### src/design/itxi_pkg.sv
// Constants for the transmit-context interrupt event and mask registers.
// Assumes a byte-addressed register port with 32-bit data.
package itxi_pkg;

  localparam int CTX_N = 8;
  localparam int ADDR_W = 8;
  localparam int DATA_W = 32;

  ////////////////////////////////////////////////////////////////////////////
  // Byte offsets
  localparam logic [7:0] OFS_EVENT_SET = 8'h90;
  localparam logic [7:0] OFS_EVENT_CLEAR = 8'h94;
  localparam logic [7:0] OFS_MASK_SET = 8'h98;
  localparam logic [7:0] OFS_MASK_CLEAR = 8'h9c;

  ////////////////////////////////////////////////////////////////////////////
  // Field layout: context bits in the low byte, the rest reserved
  localparam int CTX_LSB = 0;
  localparam int CTX_MSB = 7;
  localparam logic [23:0] RSVD_READ = 24'h000000;

  ////////////////////////////////////////////////////////////////////////////
  // Reset values (left undefined by the hardware, zero here)
  localparam logic [7:0] EVENT_RESET = 8'h00;
  localparam logic [7:0] MASK_RESET = 8'h00;
  localparam logic [31:0] RDATA_RESET = 32'h00000000;

endpackage : itxi_pkg

### src/design/itxi_edge.sv
// Rising-edge detector for the per-context interrupt signals.
// Assumes the inputs come from logic on the same clock.
`timescale 1ns/1ps

module itxi_edge (
  input wire logic clk_in,
  input wire logic rst_n_in,
  input wire logic [7:0] level_in,
  output logic [7:0] rise_out
);

  logic [7:0] prev_r;

  // Prev starts low, so a level already high at release counts as an edge
  always_ff @(posedge clk_in or negedge rst_n_in) begin
    if (!rst_n_in) begin
      prev_r <= 8'h00;
    end else begin
      prev_r <= level_in;
    end
  end

  assign rise_out = level_in & ~prev_r;

endmodule : itxi_edge

### src/design/itxi_regs.sv
// Transmit-context interrupt event and mask registers with set/clear
// addresses, plus the summary event and the gated interrupt output.
// Assumes DMA completion and interrupt-request signals on CLK_IN, and a
// register master that never issues read and write in the same cycle.
//
// The implementer's own choice: strobed register access.
`timescale 1ns/1ps

// Function
// - Completion with interrupt request raises context event
// - Event set on rising edge or set-write
// - Event cleared only by clear-address write
// - Clear-address read gives event AND mask
// - Bits 31 to 8 read zero, ignore writes
// - Event bit n belongs to context n
// - Summary feeds main event bit six
// - Mask zero blocks a context's contribution
// - Either mask address reads mask contents
// - Mask bit n gates event bit n
// - Interrupt needs summary event and main mask
module itxi_regs (
  input wire logic CLK_IN,
  input wire logic RST_N_IN,
  input wire logic [7:0] CTX_DONE_IN,
  input wire logic [7:0] CTX_IRQ_REQ_IN,
  input wire logic MAIN_MASK_ISO_TX_IN,
  input wire logic [7:0] ADDR_IN,
  input wire logic [31:0] WDATA_IN,
  input wire logic WR_IN,
  input wire logic RD_IN,
  output logic [31:0] RDATA_OUT,
  output logic ISO_TX_SUMMARY_EVENT_OUT,
  output logic IRQ_OUT
);

  ////////////////////////////////////////////////////////////////////////////
  // Helpers

  // Context bits of a write to one address, zero otherwise
  function automatic logic [7:0] wr_bits(input logic [7:0] ofs,
                                         input logic wr,
                                         input logic [7:0] addr,
                                         input logic [31:0] wdata);
    if (wr && addr == ofs) begin
      return wdata[itxi_pkg::CTX_MSB:itxi_pkg::CTX_LSB];
    end else begin
      return 8'h00;
    end
  endfunction : wr_bits

  ////////////////////////////////////////////////////////////////////////////
  // Event sources

  logic [7:0] ctx_irq_w;
  logic [7:0] rise_w;
  logic [7:0] ev_r;
  logic [7:0] ev_nxt;
  logic [7:0] mask_r;
  logic [7:0] mask_nxt;
  logic [7:0] ev_set_w;
  logic [7:0] ev_clr_w;
  logic [7:0] mask_set_w;
  logic [7:0] mask_clr_w;
  logic [7:0] gated_w;
  logic [31:0] rdata_nxt;

  // Only a last-command completion that asked for an interrupt counts
  assign ctx_irq_w = CTX_DONE_IN & CTX_IRQ_REQ_IN;

  itxi_edge u_edge (
    .clk_in(CLK_IN),
    .rst_n_in(RST_N_IN),
    .level_in(ctx_irq_w),
    .rise_out(rise_w)
  );

  ////////////////////////////////////////////////////////////////////////////
  // Write decode; upper data bits never reach state

  assign ev_set_w = wr_bits(itxi_pkg::OFS_EVENT_SET, WR_IN, ADDR_IN,
                            WDATA_IN);
  assign ev_clr_w = wr_bits(itxi_pkg::OFS_EVENT_CLEAR, WR_IN, ADDR_IN,
                            WDATA_IN);
  assign mask_set_w = wr_bits(itxi_pkg::OFS_MASK_SET, WR_IN, ADDR_IN,
                              WDATA_IN);
  assign mask_clr_w = wr_bits(itxi_pkg::OFS_MASK_CLEAR, WR_IN, ADDR_IN,
                              WDATA_IN);

  ////////////////////////////////////////////////////////////////////////////
  // Event register

  // Set wins over a clear in the same cycle so no completion is lost
  assign ev_nxt = (ev_r & ~ev_clr_w) | rise_w | ev_set_w;

  always_ff @(posedge CLK_IN or negedge RST_N_IN) begin
    if (!RST_N_IN) begin
      ev_r <= itxi_pkg::EVENT_RESET;
    end else begin
      ev_r <= ev_nxt;
    end
  end

  ////////////////////////////////////////////////////////////////////////////
  // Mask register

  assign mask_nxt = (mask_r | mask_set_w) & ~mask_clr_w;

  always_ff @(posedge CLK_IN or negedge RST_N_IN) begin
    if (!RST_N_IN) begin
      mask_r <= itxi_pkg::MASK_RESET;
    end else begin
      mask_r <= mask_nxt;
    end
  end

  ////////////////////////////////////////////////////////////////////////////
  // Summary and interrupt

  assign gated_w = ev_r & mask_r;

  // Registered for a clean output; one cycle behind the event bits
  always_ff @(posedge CLK_IN or negedge RST_N_IN) begin
    if (!RST_N_IN) begin
      ISO_TX_SUMMARY_EVENT_OUT <= 1'b0;
      IRQ_OUT <= 1'b0;
    end else begin
      ISO_TX_SUMMARY_EVENT_OUT <= |gated_w;
      IRQ_OUT <= (|gated_w) & MAIN_MASK_ISO_TX_IN;
    end
  end

  ////////////////////////////////////////////////////////////////////////////
  // Read path; data stand only in the cycle after the strobe

  always_comb begin
    rdata_nxt = itxi_pkg::RDATA_RESET;
    if (RD_IN) begin
      unique case (ADDR_IN)
        itxi_pkg::OFS_EVENT_SET: begin
          rdata_nxt = {itxi_pkg::RSVD_READ, ev_r};
        end
        itxi_pkg::OFS_EVENT_CLEAR: begin
          rdata_nxt = {itxi_pkg::RSVD_READ, gated_w};
        end
        itxi_pkg::OFS_MASK_SET, itxi_pkg::OFS_MASK_CLEAR: begin
          rdata_nxt = {itxi_pkg::RSVD_READ, mask_r};
        end
        default: begin
          rdata_nxt = itxi_pkg::RDATA_RESET;
        end
      endcase
    end
  end

  always_ff @(posedge CLK_IN or negedge RST_N_IN) begin
    if (!RST_N_IN) begin
      RDATA_OUT <= itxi_pkg::RDATA_RESET;
    end else begin
      RDATA_OUT <= rdata_nxt;
    end
  end
endmodule : itxi_regs

### config.mk
export PLATFORM = sky130hd
export DESIGN_NAME = itxi_regs
export DESIGN_NICKNAME = d
export VERILOG_FILES = /design/src/design/itxi_pkg.sv /design/src/design/itxi_edge.sv /design/src/design/itxi_regs.sv
export SDC_FILE = /design/constraint.sdc
export NUM_CORES = 1
export LEC_CHECK = 0
export ABC_AREA = 1
export BUFFER_PORTS_ARGS = -buffer_cell sky130_fd_sc_hd__buf_2
export CAP_MARGIN = 10
export CORE_MARGIN = 10
export CORE_UTILIZATION = 43
export DETAILED_ROUTE_END_ITERATION = 10
export GPL_TIMING_DRIVEN = 0
export PLACE_DENSITY = 0.78
export SYNTH_ARGS = -nofsm -noshare
export SYNTH_HDL_FRONTEND = slang
export SYNTH_SLANG_ARGS = --single-unit
### constraint.sdc
create_clock -name CLK_IN -period 2.95 [get_ports CLK_IN]
set_clock_uncertainty 0.15 [all_clocks]
set_input_delay 0.59 -clock CLK_IN [delete_from_list [all_inputs] [get_ports CLK_IN]]
set_output_delay 0.59 -clock CLK_IN [all_outputs]
set_load 0.01 [all_outputs]
Yosys cells after proc, flatten, opt, wreduce, memory -nomap -nowiden
Index checks and enable logic that the tools add are counted.
{ "word_totals": {"regBits": 58, "inputBits": 61} }
{ "op_classes": {"eq_ne": 4, "muxes": 6, "n_bitwise": 12, "n_reduce_logical": 6} }
{ "op_table": {"columns": ["operator", "n"], "rows": [
  ["8-bit bitwise AND", 5],
  ["8-bit two-way mux", 5],
  ["8-bit equality test (second input constant)", 4],
  ["8-bit inverter", 3],
  ["8-bit bitwise OR", 3],
  ["8-bit case mux with 3 select lines", 1],
  ["8-bit OR reduction", 1],
  ["1-bit logical AND", 4],
  ["2-bit OR reduction", 1],
  ["1-bit bitwise AND", 1]
]} }

Logic depth before layout (Yosys ltp)
{ "depth": {"depth_word": 7, "ltp_mapped": 8, "mapped_depth_nobuf": 8} }

Cells and area by module
Synthesis repeated with hierarchy kept, for this count alone.
{ "unflattened": {"hier_cells": 244, "area_unflattened_um2": 1971.9} }
{ "modules_own_cells": {"columns": ["module", "n_inst", "cells_per_inst", "area_each_um2", "seq_area_each_um2"], "rows": [
  ["itxi_regs", 1, 220, 1691.6, 650.6],
  ["itxi_edge", 1, 24, 280.3, 200.2]
]} }

Least setup slack after synthesis
OpenSTA, ideal clock, no wires.
{ "synth_timing": {"path_kind": "input to register", "startpoint": "input ADDR_IN[1]", "endpoint": "register ev_r[7]", "setup_time_ps": 124, "t_arrival_ps": 1276, "t_required_ps": 2676, "slack_ps": 1401, "path_stages": 8, "path_cell_list": "inv_1 > nand2_2 > nor2_4 > nand2_2 > nor2_4 > nand2_1 > nand2_1 > nand3_1"} }
{ "synth_between": {"elab_chain_cells": 7, "word_cells_on_any_way": 10, "classes_between": "eq/ne (2); mux (2); bitwise (4); reduce/logical (2)"} }
{ "synth_rtl": {"columns": ["element", "line", "rtl"], "rows": [
  ["start, declared", "itxi_regs.sv:27", "input wire logic [7:0] ADDR_IN,"],
  ["8-bit equality test", "itxi_regs.sv:44", "if (wr && addr == ofs) begin"],
  ["1-bit logical AND", "itxi_regs.sv:44", null],
  ["8-bit two-way mux", "itxi_regs.sv:44", null],
  ["8-bit inverter", "itxi_regs.sv:93", "assign ev_nxt = (ev_r & ~ev_clr_w) | rise_w | ev_set_w;"],
  ["8-bit bitwise AND", "itxi_regs.sv:93", null],
  ["8-bit bitwise OR", "itxi_regs.sv:93", null],
  ["8-bit bitwise OR *", "itxi_regs.sv:93", null],
  ["net ev_nxt[7]", "itxi_regs.sv:57", "logic [7:0] ev_nxt;"],
  ["end signal, assigned", "itxi_regs.sv:97", "ev_r <= itxi_pkg::EVENT_RESET;"],
  ["end signal, assigned", "itxi_regs.sv:99", "ev_r <= ev_nxt;"],
  ["end, declared", "itxi_regs.sv:56", "logic [7:0] ev_r;"]
]} }
Mark *: on every way through the listed nets, which the timed path passes. The rest lies on a longest branch.

Worst setup path in the final report
{ "layout_timing": {"startpoint": "input ADDR_IN[1]", "endpoint": "register ev_r[5]"} }
The elaborated chain is that of the path after synthesis.

==> metrics.log <==
INFO  metric grt_antenna_before_repair = 0
INFO  metric vias = 1592
INFO  metric placed_cell_area = 2330 sq um
INFO  metric clock.fmax = 649 MHz
INFO  metric detailedRoute.firstIterationViolations = 95
INFO  metric worstReg2RegEnd = IRQ_OUT
INFO  metric final_nets = 393
INFO  metric cts_buffer_depth = 2
INFO  metric gr-total-overflow = 0
INFO  metric cts_tree = done
INFO  metric timing.max_cap.violations = 0
INFO  metric synth_area_leaders = sky130_fd_sc_hd__dfrtp_1, sky130_fd_sc_hd__nand2_1, sky130_fd_sc_hd__buf_4, sky130_fd_sc_hd__inv_1, sky130_fd_sc_hd__nand3_1
INFO  metric die_width = 87.3 um
INFO  metric gp_congestion = 0.842
INFO  metric routed_wirelength = 4.07 mm
INFO  metric grt_start_max_net_pins = 35
INFO  metric yosys.area.top_type = sky130_fd_sc_hd__dfrtp_1
INFO  metric run_status = completed
INFO  metric final-setup-viol-count = 0
INFO  metric leakage = 1.40 nW
INFO  metric avgViaCountPerCell = 4.16
INFO  metric grt_pass1_wl = 7.18 mm
INFO  metric ys_ff_latch = 34
INFO  metric r2r-start = ev_r[6]
INFO  metric initial_util = 44.5%
INFO  metric timing.critical_path.arrival = 1.55 ns
INFO  metric netlist_cell_types = 19
INFO  metric clock-sinks = 34
INFO  metric drive_gt1_share = 30.8%
INFO  metric fin_tns_setup = 0 ns
INFO  metric post-synth-top-area-fraction = 43.6%
INFO  metric cts_setup_buffers = 0
INFO  metric antenna_cells_inserted = 0
INFO  metric min_period_over_period = 52.2%
INFO  metric synth.yosys.seq_area_share = 43.6%
INFO  metric final_antenna_net_count = 0
INFO  metric criticalPathCategory = in2reg
INFO  metric cts_hold_repair.buffers = 0
INFO  metric rsz0062_at_grt = false
INFO  metric io_buffer_count = 45
INFO  metric routedWlPerCell = 10.6 um
INFO  metric pwr_density_cell = 389 nW/um^2
INFO  metric synthesis.yosys.warnings = 0
INFO  metric critPathRequiredTime = 2.96 ns
INFO  metric timing.max_slew.rel_slack = 51.9%
INFO  metric number_of_design_rule_violations_left_after_detail_routing = 0
INFO  metric grt_pass1_vias = 1619
INFO  metric peak_fanout_along_the_critical_path = 9
INFO  metric critical_path.startpoint_type = primary input
INFO  metric timing_hold_violations_final = 0
INFO  metric post_synth_instance_area = 1950 sq um
INFO  metric min_delay_path_class = in2async
INFO  metric post-layout-total-power = 936 uW
INFO  metric timing.reg2reg.worst_path_depth = 4
INFO  metric cts_inserted_buffers = 5
INFO  metric cts-root-buf = sky130_fd_sc_hd__clkbuf_8
INFO  metric endpoint_kind = register
INFO  metric syn-mean-instance-area = 7.59 sq um
INFO  metric reg2reg_setup_slack = 1.75 ns
INFO  metric cts_repair_resize_count = 0
INFO  metric core.rowCount = 24
INFO  metric ir_worst_vdd = 0.293 mV
INFO  metric finalWorstPathRequiredPeriod = 1.54 ns
INFO  metric final.fill_count = 439
INFO  metric dieHeight = 87.3 um
INFO  metric core_region_area = 4380 sq um
INFO  metric io_pins = 95
INFO  metric slew_viol_final = 0
INFO  metric drt_first_pass_iters = 5
INFO  metric grt_usage = 11.6%
INFO  metric areaGrowthSynthToFinish = 23.6%
INFO  metric ctsHtreeMaxLevel = 2
INFO  metric worst_slew_pin_slew = 0.721 ns
INFO  metric worst_skew_pair.late_latency = 0.28 ns
INFO  metric clk_pin_slew = 0.06 ns
INFO  metric dp.final_hpwl = 3.35 mm
INFO  metric post_synth_inst_count = 257
INFO  metric die_area = 7630 sq um
INFO  metric finish.instance_area = 2410 sq um
[per-stage QoR]
step                instances  setup slack (ns)  util (%)  hold WS (ns)
floorplan                 280              1.40         -         0.144
global placement          377              1.18      53.1         0.347
detailed placement        377              1.11      53.1         0.354
CTS                       383              1.41      54.9         0.237
global route              383              1.23      54.9         0.271
finish                    383              1.41      54.9         0.210
[how the worst max path moves through the flow]
stage / from / to / cells past startpoint
2_1_floorplan: ADDR_IN[1] / ev_r[7] / 8
3_3_place_gp: ADDR_IN[1] / ev_r[3] / 9
3_5_place_dp: ADDR_IN[1] / ev_r[5] / 9
4_1_cts: ADDR_IN[1] / ev_r[5] / 9
5_1_grt: ADDR_IN[1] / ev_r[5] / 9
6_report: ADDR_IN[1] / ev_r[5] / 9
[state kept, by name, indices dropped and copies added (netlist names)]
name,cells
RDATA_OUT,8
mask_r,8
IRQ_OUT,1
u_edge.prev_r,8
ISO_TX_SUMMARY_EVENT_OUT,1
ev_r,8
[area by class of cell]
| cell class | instances | area, sq um | share of cell area, % |
|---|---|---|---|
| timing repair buffer | 45 | 225 | 9.35 |
| tap | 52 | 65.1 | 2.70 |
| multi-input combinational | 170 | 796 | 33.0 |
| sequential | 34 | 851 | 35.3 |
| clock buffer | 6 | 82.6 | 3.43 |
| buffer | 27 | 204 | 8.47 |
| inverter | 49 | 185 | 7.69 |
[per-layer routing]
layer  vias up  GRT usage, %  wire, um
li1        876             -         -
met1       654          12.5      1620
met2        58          19.2      1980
met3         4          5.34       425
met4         0          4.78        46
met5         -             0         0
[kinds of logic after synthesis]
logic type             after synthesis  synth area share [%]
flip-flops                          34                  43.6
other                                1                 0.192
AO/OA/AOI/OAI                       17                  4.49
buffers and inverters               76                  20.0
AND/OR/NAND/NOR                    129                  31.7
[cells in the mapped netlist (all sizes together)]
| master | n |
|---|---|
| a21oi | 16 |
| nor2 | 15 |
| conb | 1 |
| or2 | 8 |
| inv | 48 |
| a21boi | 1 |
| clkinv | 1 |
| nor3 | 2 |
| buf | 27 |
| nand2 | 71 |
| nand3 | 33 |
| dfrtp | 34 |
[critical path, cell delays in order]
cell                      delay, ns
sky130_fd_sc_hd__buf_2         0.09
sky130_fd_sc_hd__inv_1         0.05
sky130_fd_sc_hd__nand2_2       0.10
sky130_fd_sc_hd__nor2_4        0.22
sky130_fd_sc_hd__nand2_2       0.10
sky130_fd_sc_hd__nor2_4        0.19
sky130_fd_sc_hd__nand2_1       0.07
sky130_fd_sc_hd__nand2_1       0.06
sky130_fd_sc_hd__nand3_1       0.07
[cell usage in the layout, fill, tap and decap left out, types with 8 or more instances in the layout]
| master | count |
|---|---|
| sky130_fd_sc_hd__inv_1 | 46 |
| sky130_fd_sc_hd__buf_4 | 25 |
| sky130_fd_sc_hd__buf_2 | 46 |
| sky130_fd_sc_hd__or2_2 | 8 |
| sky130_fd_sc_hd__nand2_1 | 64 |
| sky130_fd_sc_hd__conb_1 | 24 |
| sky130_fd_sc_hd__nand3_1 | 32 |
| sky130_fd_sc_hd__dfrtp_1 | 34 |
| sky130_fd_sc_hd__nor2_1 | 10 |
| sky130_fd_sc_hd__a21oi_1 | 16 |
[power breakdown]
group          total (mW)  internal [mW]  leakage [nW]  switching (mW)
logic               0.124         0.0552         0.978          0.0693
registers           0.485          0.479         0.378         0.00617
clock network       0.326          0.179        0.0431           0.146
Power figures use the tool's default switching activity.
